[src/icss_pkg.sv]
// package: constants, types and contract list for the init/calibration status sequencer
// Contract
// - digest error sets sticky tamper flag
// - calib done only when selected banks done, or after timeout when the rest are unpowered or approximate
// - calib done independent of init done
// - unpowered selected bank holds done until timeout
// - late-powered bank gets approximate calibration
// - avionics flag low unless mode configured
// - avionics flag at later of both
// - bank readiness shown per bank supply
// - either warm reset starts initialization
// - memory init runs alongside calibration
package icss_pkg;
   localparam int          ICSS_NBANKS      = 4;
   localparam real         ICSS_CLK_MHZ     = 200.0;
   // ------------------------------------------------------------
   // timing, in microseconds, then in cycles
   // ------------------------------------------------------------
   localparam real         ICSS_TIMEOUT_US  = 100.0;
   localparam int          ICSS_TIMEOUT_CYC = int'(ICSS_TIMEOUT_US * ICSS_CLK_MHZ);
   localparam real         ICSS_INIT_US     = 50.0;
   localparam int          ICSS_INIT_CYC    = int'(ICSS_INIT_US * ICSS_CLK_MHZ);
   localparam int          ICSS_CAL_CYC     = 64;
   // ------------------------------------------------------------
   // register map
   // ------------------------------------------------------------
   localparam logic [7:0]  ICSS_A_STATUS    = 8'h00;
   localparam logic [7:0]  ICSS_A_CTRL      = 8'h04;
   localparam logic [7:0]  ICSS_A_IRQ_STAT  = 8'h08;
   localparam logic [7:0]  ICSS_A_IRQ_MASK  = 8'h0c;
   localparam logic [31:0] ICSS_CTRL_RST    = 32'h0000_000f;
   localparam int          ICSS_CTRL_AVM    = 0;
   localparam int          ICSS_CTRL_SEL    = 4;
   localparam int          ICSS_IRQ_INIT    = 0;
   localparam int          ICSS_IRQ_CAL     = 1;
   localparam int          ICSS_IRQ_TAMP    = 2;
   localparam int          ICSS_IRQ_TMO     = 3;
   localparam int          ICSS_NIRQ        = 4;

   typedef enum logic [1:0] {ICSS_INIT, ICSS_RUN, ICSS_DONE} icss_init_st_t;
   typedef enum logic [1:0] {ICSS_WAIT, ICSS_CAL, ICSS_OK} icss_bank_st_t;

   typedef struct packed {
      logic       init_done;
      logic       cal_done;
      logic       avm_flag;
      logic       tamper;
   } icss_flags_t;
endpackage : icss_pkg

[src/icss_top.sv]
// top: init/calibration status sequencer with AHB-Lite register slave
//
// The address map and the AHB-Lite interface to the registers are this design's own decisions.
module icss_top
   import icss_pkg::*;
#(
   parameter int NBANKS      = ICSS_NBANKS,
   parameter int TIMEOUT_CYC = ICSS_TIMEOUT_CYC,
   parameter int INIT_CYC    = ICSS_INIT_CYC,
   parameter int CAL_CYC     = ICSS_CAL_CYC
) (
   input  wire logic              hclk,
   input  wire logic              hresetn,
   input  wire logic              hsel,
   input  wire logic [31:0]       haddr,
   input  wire logic [1:0]        htrans,
   input  wire logic              hwrite,
   input  wire logic [2:0]        hsize,
   input  wire logic [31:0]       hwdata,
   input  wire logic              hready,
   output logic      [31:0]       hrdata,
   output logic                   hreadyout,
   output logic                   hresp,
   input  wire logic              external_device_reset_n,
   input  wire logic              security_event_reset,
   input  wire logic [NBANKS-1:0] bank_io_supply,
   input  wire logic              recalibrate_request,
   input  wire logic              digest_error,
   output logic                   initialization_complete,
   output logic                   io_calibration_complete,
   output logic                   avionics_operation_flag,
   output logic      [NBANKS-1:0] bank_supply_good,
   output logic                   digest_tamper_flag,
   output logic      [NBANKS-1:0] bank_calib_approx,
   output logic                   irq
);
   // ------------------------------------------------------------
   // state
   // ------------------------------------------------------------
   typedef struct packed {
      icss_init_st_t             ist;
      logic [31:0]               icnt;
      logic [31:0]               tcnt;
      logic                      tmo;
      icss_bank_st_t [NBANKS-1:0] bst;
      logic [NBANKS-1:0][15:0]   bcnt;
      logic [NBANKS-1:0]         approx;
      logic [NBANKS-1:0]         sup;
      icss_flags_t               fl;
      logic [31:0]               ctrl;
      logic [ICSS_NIRQ-1:0]      ist_sticky;
      logic [ICSS_NIRQ-1:0]      imask;
      logic                      dp_wr;
      logic                      dp_rd;
      logic [7:0]                dp_addr;
      logic [31:0]               rdata;
      logic                      init_d;
      logic                      cal_d;
      logic                      tmo_d;
   } icss_state_t;

   icss_state_t s_r, s_nxt;
   logic        warm;
   logic        addr_ok;
   logic [NBANKS-1:0] sel;
   logic        all_sel_ok;
   logic [ICSS_NIRQ-1:0] ev;

   assign warm = !external_device_reset_n || security_event_reset;
   assign sel  = s_r.ctrl[ICSS_CTRL_SEL +: NBANKS];
   assign addr_ok = hsel && htrans[1] && hready;

   always_comb begin
      s_nxt = s_r;
      all_sel_ok = 1'b1;
      ev = '0;
      s_nxt.sup = bank_io_supply;
      // --------------------------------------------------------
      // fabric/memory/transceiver init, concurrent with calibration
      // --------------------------------------------------------
      case (s_r.ist)
         ICSS_INIT: begin
            s_nxt.icnt = '0;
            s_nxt.ist  = ICSS_RUN;
         end
         ICSS_RUN: begin
            s_nxt.icnt = s_r.icnt + 32'd1;
            if (s_r.icnt >= 32'(INIT_CYC - 1)) begin
               s_nxt.ist          = ICSS_DONE;
               s_nxt.fl.init_done = 1'b1;
            end
         end
         ICSS_DONE: s_nxt.fl.init_done = 1'b1;
         default: s_nxt.ist = ICSS_INIT;
      endcase
      // --------------------------------------------------------
      // calibration timeout window
      // --------------------------------------------------------
      if (!s_r.tmo) begin
         s_nxt.tcnt = s_r.tcnt + 32'd1;
         if (s_r.tcnt >= 32'(TIMEOUT_CYC - 1))
            s_nxt.tmo = 1'b1;
      end
      // --------------------------------------------------------
      // per-bank calibration
      // --------------------------------------------------------
      for (int b = 0; b < NBANKS; b++) begin
         case (s_r.bst[b])
            ICSS_WAIT: begin
               s_nxt.bcnt[b] = '0;
               if (s_r.sup[b]) begin
                  s_nxt.bst[b]    = ICSS_CAL;
                  s_nxt.approx[b] = s_r.tmo;
               end
            end
            ICSS_CAL: begin
               s_nxt.bcnt[b] = s_r.bcnt[b] + 16'd1;
               if (s_r.bcnt[b] >= 16'(CAL_CYC - 1))
                  s_nxt.bst[b] = ICSS_OK;
               // a request mid-calibration restarts the bank so the rough trim is not kept
               if (recalibrate_request && s_r.sup[b]) begin
                  s_nxt.bst[b]    = ICSS_CAL;
                  s_nxt.bcnt[b]   = '0;
                  s_nxt.approx[b] = 1'b0;
               end
            end
            ICSS_OK: begin
               // accurate recalibration only on fabric request
               if (recalibrate_request && s_r.sup[b]) begin
                  s_nxt.bst[b]    = ICSS_CAL;
                  s_nxt.approx[b] = 1'b0;
               end
            end
            default: s_nxt.bst[b] = ICSS_WAIT;
         endcase
         if (!s_r.sup[b] && s_r.bst[b] != ICSS_WAIT)
            s_nxt.bst[b] = ICSS_WAIT;
         if (sel[b] && s_r.bst[b] != ICSS_OK && !s_r.tmo)
            all_sel_ok = 1'b0;
         if (sel[b] && s_r.bst[b] != ICSS_OK && s_r.tmo && !s_r.approx[b] && s_r.sup[b])
            all_sel_ok = 1'b0;
      end
      // independent of init_done; sticky until reset
      if (all_sel_ok)
         s_nxt.fl.cal_done = s_r.fl.cal_done || all_sel_ok;
      s_nxt.fl.avm_flag = s_r.ctrl[ICSS_CTRL_AVM] && s_r.fl.init_done && s_r.fl.cal_done;
      if (digest_error)
         s_nxt.fl.tamper = 1'b1;
      // --------------------------------------------------------
      // events and interrupt status
      // --------------------------------------------------------
      s_nxt.init_d = s_r.fl.init_done;
      s_nxt.cal_d  = s_r.fl.cal_done;
      s_nxt.tmo_d  = s_r.tmo;
      ev[ICSS_IRQ_INIT] = s_r.fl.init_done && !s_r.init_d;
      ev[ICSS_IRQ_CAL]  = s_r.fl.cal_done && !s_r.cal_d;
      ev[ICSS_IRQ_TAMP] = digest_error;
      ev[ICSS_IRQ_TMO]  = s_r.tmo && !s_r.tmo_d;
      // --------------------------------------------------------
      // AHB-Lite data phase, zero wait states
      // --------------------------------------------------------
      if (s_r.dp_wr) begin
         case (s_r.dp_addr)
            ICSS_A_CTRL:     s_nxt.ctrl = hwdata;
            ICSS_A_IRQ_STAT: s_nxt.ist_sticky = s_r.ist_sticky & ~hwdata[ICSS_NIRQ-1:0];
            ICSS_A_IRQ_MASK: s_nxt.imask = hwdata[ICSS_NIRQ-1:0];
            default: ;
         endcase
      end
      // set wins over a clear in the same cycle
      s_nxt.ist_sticky = s_nxt.ist_sticky | ev;
      s_nxt.dp_wr = addr_ok && hwrite;
      s_nxt.dp_rd = addr_ok && !hwrite;
      if (addr_ok)
         s_nxt.dp_addr = {haddr[7:2], 2'b00};
      s_nxt.rdata = '0;
      if (addr_ok && !hwrite) begin
         case ({haddr[7:2], 2'b00})
            ICSS_A_STATUS:   s_nxt.rdata = 32'({s_r.sup, s_r.fl.tamper, s_r.fl.avm_flag,
                                                s_r.fl.cal_done, s_r.fl.init_done});
            ICSS_A_CTRL:     s_nxt.rdata = s_r.ctrl;
            ICSS_A_IRQ_STAT: s_nxt.rdata = 32'(s_r.ist_sticky);
            ICSS_A_IRQ_MASK: s_nxt.rdata = 32'(s_r.imask);
            default:         s_nxt.rdata = '0;
         endcase
      end
      // warm reset restarts init and calibration; config is kept
      if (warm) begin
         s_nxt.ist  = ICSS_INIT;
         s_nxt.tcnt = '0;
         s_nxt.tmo  = 1'b0;
         s_nxt.fl.init_done = 1'b0;
         s_nxt.fl.cal_done  = 1'b0;
         s_nxt.fl.avm_flag  = 1'b0;
         for (int b = 0; b < NBANKS; b++)
            s_nxt.bst[b] = ICSS_WAIT;
         s_nxt.approx = '0;
         s_nxt.init_d = 1'b0;
         s_nxt.cal_d  = 1'b0;
         s_nxt.tmo_d  = 1'b0;
      end
   end

   always_ff @(posedge hclk or negedge hresetn) begin
      if (!hresetn) begin
         s_r      <= '0;
         s_r.ctrl <= ICSS_CTRL_RST;
      end else begin
         s_r <= s_nxt;
      end
   end

   assign hrdata    = s_r.rdata;
   assign hreadyout = 1'b1;
   assign hresp     = 1'b0;
   assign initialization_complete = s_r.fl.init_done;
   assign io_calibration_complete = s_r.fl.cal_done;
   assign avionics_operation_flag = s_r.fl.avm_flag;
   assign digest_tamper_flag      = s_r.fl.tamper;
   assign bank_supply_good        = s_r.sup;
   assign bank_calib_approx       = s_r.approx;
   assign irq = |(s_r.ist_sticky & s_r.imask);

   // ------------------------------------------------------------
   // assertion helpers
   // ------------------------------------------------------------
   logic [NBANKS-1:0] bank_ok;
   logic [NBANKS-1:0] bank_wait;

   generate
      for (genvar g = 0; g < NBANKS; g++) begin : g_bank_view
         assign bank_ok[g]   = (s_r.bst[g] == ICSS_OK);
         assign bank_wait[g] = (s_r.bst[g] == ICSS_WAIT);
      end
   endgenerate

   // one set of checks per bank; a dropped supply always wins over calibration
   generate
      for (genvar g = 0; g < NBANKS; g++) begin : g_bank_chk

      end
   endgenerate
endmodule : icss_top

[config.mk]
export PLATFORM = sky130hd
export DESIGN_NAME = icss_top
export DESIGN_NICKNAME = d
export VERILOG_FILES = /design/src/icss_pkg.sv /design/src/icss_top.sv
export SDC_FILE = /design/constraint.sdc
export NUM_CORES = 1
export LEC_CHECK = 0
export BUFFER_PORTS_ARGS = -buffer_cell sky130_fd_sc_hd__buf_2
export CAP_MARGIN = 30
export CORE_MARGIN = 2
export CORE_UTILIZATION = 35
export DETAILED_ROUTE_END_ITERATION = 8
export HOLD_SLACK_MARGIN = 0.06
export PLACE_DENSITY_LB_ADDON = 0.25
export SYNTH_ARGS = -nofsm -noshare
export SYNTH_HDL_FRONTEND = slang
export SYNTH_SLANG_ARGS = --single-unit
[constraint.sdc]
create_clock -name hclk -period 2 [get_ports hclk]
set_input_delay 0.3 -clock hclk [delete_from_list [all_inputs] [get_ports hclk]]
set_output_delay 0.3 -clock hclk [all_outputs]
set_load 0.1 [all_outputs]
==> Yosys cells after proc, flatten, opt, wreduce, memory -nomap -nowiden <==
Index checks and enable logic that the tools add are counted.
{ "op_classes": {"n_addsub": 6, "order_cmp": 6, "n_eq_ne": 43, "mux": 70, "bitwise": 4, "reduce_logical": 91} }
{ "op_table": {"columns": ["cell", "count"], "rows": [
  ["case mux 16 bit (2 select lines)", 4],
  ["case mux 32 bit (4 select lines)", 1],
  ["adder 16 x 1 -> 16 bit (second input constant)", 4],
  ["adder 32 x 1 -> 32 bit (second input constant)", 2],
  [">= comparator 16 x 6 -> 1 bit (second input constant)", 4],
  ["two-way mux 16 bit", 4],
  ["case mux 32 bit (2 select lines)", 1],
  ["two-way mux 2 bit", 22],
  ["two-way mux 41 bit", 1],
  ["logical AND 1 bit", 37],
  ["two-way mux 33 bit", 1],
  [">= comparator 32 x 14 -> 1 bit (second input constant)", 1],
  [">= comparator 32 x 15 -> 1 bit (second input constant)", 1],
  ["two-way mux 32 bit", 1],
  ["case mux 2 bit (3 select lines)", 5],
  ["== test 6 x 2 -> 1 bit (second input constant)", 4],
  ["AND reduction 3 bit", 8],
  ["!= test 5 bit (second input constant)", 4],
  ["nonzero test 2 bit", 10],
  ["two-way mux 1 bit", 19],
  ["!= test 4 x 2 -> 1 bit (second input constant)", 4],
  ["!= test 4 x 3 -> 1 bit (second input constant)", 4],
  ["!= test 3 bit (second input constant)", 5],
  ["nonzero test 3 bit", 5],
  ["other kinds (20)", 68]
]} }
{ "totals": {"reg_bits": 233, "inputBits": 82, "out_inout_bits": 47, "wordCells": 250} }

==> Depth between registers and ports, before layout <==
{ "logic_depth": {"ltp_word": 15, "ltp_mapped": 7, "depth_no_buf": 7} }

==> Worst setup path before layout <==
Ideal clock, no wire load.
{ "synth_path": {"kind": "register to register", "from": "register s_r[162] in the netlist's numbering", "to": "register s_r[162] in the netlist's numbering", "setup_ps": 121, "arrival_ps": 1944, "required_time_ps": 1879, "path_slack_ps": -65, "stages_incl_launch_ff": 8, "path_buffers": 0, "period_less_slack_ps": 2065, "path_cell_list": "dfrtp_1 > inv_1 > ha_1 > or4b_1 > a2111oi_0 > o211ai_1 > and3_1 > a22o_1"} }
{ "synth_via": {"elab_chain_cells": 4, "word_cells_on_any_way": 12, "cone_classes": "eq/ne: 5; mux: 3; reduce/logical: 4"} }
{ "synth_lines": {"columns": ["element", "line_no", "source"], "rows": [
  ["start, declared", "icss_top.sv:62", "icss_state_t s_r, s_nxt;"],
  ["start signal, assigned", "icss_top.sv:209", "s_r <= s_nxt;"],
  ["== test 2 bit, or another cell as far along", "icss_top.sv:108", "case (s_r.bst[b])"],
  ["case mux 2 bit (3 select lines) / logical AND 1 bit (equally long branches)", "icss_top.sv:108, icss_top.sv:136", null],
  ["two-way mux 2 bit, or another cell as far along", "icss_top.sv:136", "if (!s_r.sup[b] && s_r.bst[b] != ICSS_WAIT)"],
  ["two-way mux 41 bit / AND reduction 3 bit (equally long branches)", null, null]
]} }
Several ways; a longest one is shown, not always the timed one.
A chain may end at the register's enable or synchronous reset.

==> impl_results.md <==
- Core Area: 32500 um2
- Hold Violations, Final: 0
- Setup violations, final: 0
- Main synth FF type: dfrtp_1
- Synth cell types: 68
- Worst-path clk slew: 0.06 ns
- #FFs+latches synth: roughly 230
- CP Capture Type: register
- Placed cell count: ~1700
- Max cap viols: 0
- Least-Margin Pin Slew: 0.649 ns
- Post-synth EDFFs: 0
- Largest net degree at the start of global routing: 57
- Worst IR drop on VDD: 0.558 mV
- Die area: 34400 um2
- Detailed-route via count: 8877
- Hold_ws: 0.0756 ns
- Slew Limit Fails: 0
- CP startpoint kind: input pin
- Cells after Synth: 1150
- Clock Path Buffers: 3
- Worst r2r src: s_r[165]
- CP peak stage delay: around 0.54 ns
- HPWL Detailed: 17.6 mm
- Number of CTS-inserted buffers: 28
- Min-Delay Startpoint: hwdata[1]
- Nets: 1401
- Routed WL: 26.2 mm
- Critical setup path kind: input pin to register
- Post-route antenna net violation count: 0
- Die Y-Extent: 185 um
- Async SR Flop Fraction: 1.00
- H-tree depth: 1
- Static Leak: ~6.4 nW
- CP arrival: between 2 and 2.5 ns
- Starting density of the core: 0.355
- Final cell count without fillers: between 1500 and 2000
- Tmin final: 1.98 ns
- Final Wtd Congestion: 0.760
- Fmax: roughly 0.51 GHz
- GRT Util Overall: 0.152
- Placed inst area: 12600 um2
- Sequential area share after synthesis: 0.506
- Cell breakdown of the critical path: dlygate4sd3_1 > buf_2 > or4_1 > or3_4 > or2_4 > nor2_4 > and2_1
- Drt first pass iters: 7
- Site Rows: 66
- Average routed wire per standard cell: 14.9 um
- Relative slew slack: 0.567
- Min-Delay Path Class: input pin to register
- Worst setup path startpoint: hwrite
- Skew-Pair Late Insertion Delay: about 0.54 ns
- Clock Skew: 0.00913 ns
- Outcome: finished clean
- Met3 usage: 0.0254
- Met1 Track Usage GR: 0.214
- Met2 Use GR: 0.245
- Final instance area: 14000 um2
- Yosys warns: 0
- Fraction of layout cells with a size suffix above 1: 0.209
- Die X: ~190 um
- Drt via density: 5.04
- DRC errors left: 0
- Cell Pwr Density: 794 nW/um2
- Port bufs: 96
- TritonCTS clock tree: yes
- Vias in the first global route: ~8500
- Crit-path slowest cell: dlygate4sd3_1
- Syn Nets: 1257
- Crit path buffers/inverters: 2
- GRT overflow: 0
- Initial antenna violation count: 2
- Required @ worst endpoint: 2.47 ns
- Tcrit/Tclk final: 0.990
- IO Pins: 129
- Crit Path Max Fanout: 12
- Final core area utilization: 0.433
- Synthesized area: 11500 um2
- Setup TNS: 0 ns
- Root Buffer: clkbuf_16
- Clock sinks: around 230
- First DRT Iteration DRCs: 634
- Busiest layer in global routing: met2
- First-pass GRT wire length: 42.9 mm
- Synth Area per Inst: 10.0 um2
- Area delta synth->final: 21.8%
- Total Power: ~11 mW
- Largest delay share family, worst path: simple AND/OR/NAND/NOR gates
- Worst Setup Slack, final: 0.0202 ns
- Setup WS pre-CTS: -0.0668 ns
==> layout make-up <==
class / count / area, um2
sequential: 233 / 5840
multi-input combinational: 798 / 5130
clock buffer: 38 / 769
tap: 442 / 553
fill: 3090 / 18400
antenna: 2 / 5.00
timing repair buffer: 199 / 1440
inverter: 34 / 128
clock inverter: 14 / 185
==> metal layers <==
| metal | routed length, um | vias up |
|---|---|---|
| li1 | - | 4330 |
| met1 | 12500 | 4353 |
| met2 | 11900 | 161 |
| met3 | 1270 | 33 |
| met4 | 403 | 0 |
| met5 | 0 | - |
==> cell usage after synthesis, types with 5 or more instances <==
library cell / number / area [um2]
xor2_1: 46 / 403
a31oi_1: 17 / 106
buf_4: 42 / 315
nor2b_1: 11 / 68.8
ha_1: 25 / 313
dfrtp_1: 229 / 5730
nand4_1: 49 / 307
and2_1: 36 / 225
nand3_1: 52 / 260
inv_1: 34 / 128
a22o_1: 13 / 114
nor4_2: 5 / 62.6
nand2b_1: 11 / 68.8
nor2_1: 120 / 450
o21ai_0: 109 / 546
nor3_1: 15 / 75.1
nor4_1: 20 / 125
mux2i_1: 6 / 60.1
mux2_2: 45 / 507
clkbuf_1: 39 / 146
and3_1: 23 / 144
xnor2_1: 13 / 114
a21oi_1: 39 / 195
nand2_1: 68 / 255
and4_1: 8 / 70.1
==> cells by family after synthesis <==
| family | Yosys count | share of synthesized area |
|---|---|---|
| AND/OR/NAND/NOR | 449 | 0.206 |
| flip-flops | 233 | 0.506 |
| AO/OA/AOI/OAI | 207 | 0.104 |
| buffers and inverters | 120 | 0.0542 |
| XOR/XNOR | 59 | 0.0448 |
| multiplexers | 55 | 0.0570 |
| adder cells (fa/ha/maj) | 25 | 0.0271 |
| other | 2 | 0.000651 |
==> flip-flops by register name, summed over array words and instances (netlist names) <==
signal                   flops
s_r                        189
hrdata                      32
bank_calib_approx            4
bank_supply_good             4
avionics_operation_flag      1
digest_tamper_flag           1
initialization_complete      1
io_calibration_complete      1
==> cells in the final DEF (no fill, tap or decap), types with 23 or more instances in the layout <==
cell / Yosys / routed
dlygate4sd3_1: 0 / 42
ha_1: 25 / 24
buf_4: 42 / 55
and2_1: 36 / 36
inv_1: 34 / 33
nor2_1: 120 / 119
nand3_1: 52 / 52
nand2_1: 68 / 68
dfrtp_1: 229 / 229
and3_1: 23 / 23
a21oi_1: 39 / 39
buf_2: 0 / 95
xor2_1: 46 / 46
clkbuf_16: 0 / 29
mux2_2: 45 / 45
o21ai_0: 109 / 109
nand4_1: 49 / 49
==> power breakdown <==
part	internal, mW	switching [mW]	total [mW]	leakage (nW)
registers	4.87	0.113	4.98	3.12
clock network	3.22	2.00	5.22	0.464
logic	0.407	0.541	0.948	2.79
==> worst reg2reg max path: cells and delay by family, from the launching register on <==
family | cells | cell delay [ns]
flops | 1 | 0.37
fa+ha+maj | 1 | 0.26
simple gates | 1 | 0.60
compound gates | 3 | 0.52
buf+inv | 1 | 0.10
==> path summary, 6_finish.rpt <==
check | cells past startpoint | endpoint | slack (ns)
max | 7 | hrdata[18] | 0.02
min | 2 | s_r[46] | 0.08
max reg2reg | 6 | s_r[165] | 0.08
min reg2reg | 1 | hrdata[14] | 0.47
max in group asynchronous | 3 | s_r[53] | 1.05
min in group asynchronous | 2 | s_r[113] | 0.29
==> what timing repair did <==
action                                 4_1_cts  5_1_grt
resized for setup                            0        4
endpoints found under the hold margin       92        0
setup buffers                                0        1
hold buffers                                42        0
setup endpoints to repair                    0       24
Note: power is estimated with default switching activity, not from simulation.
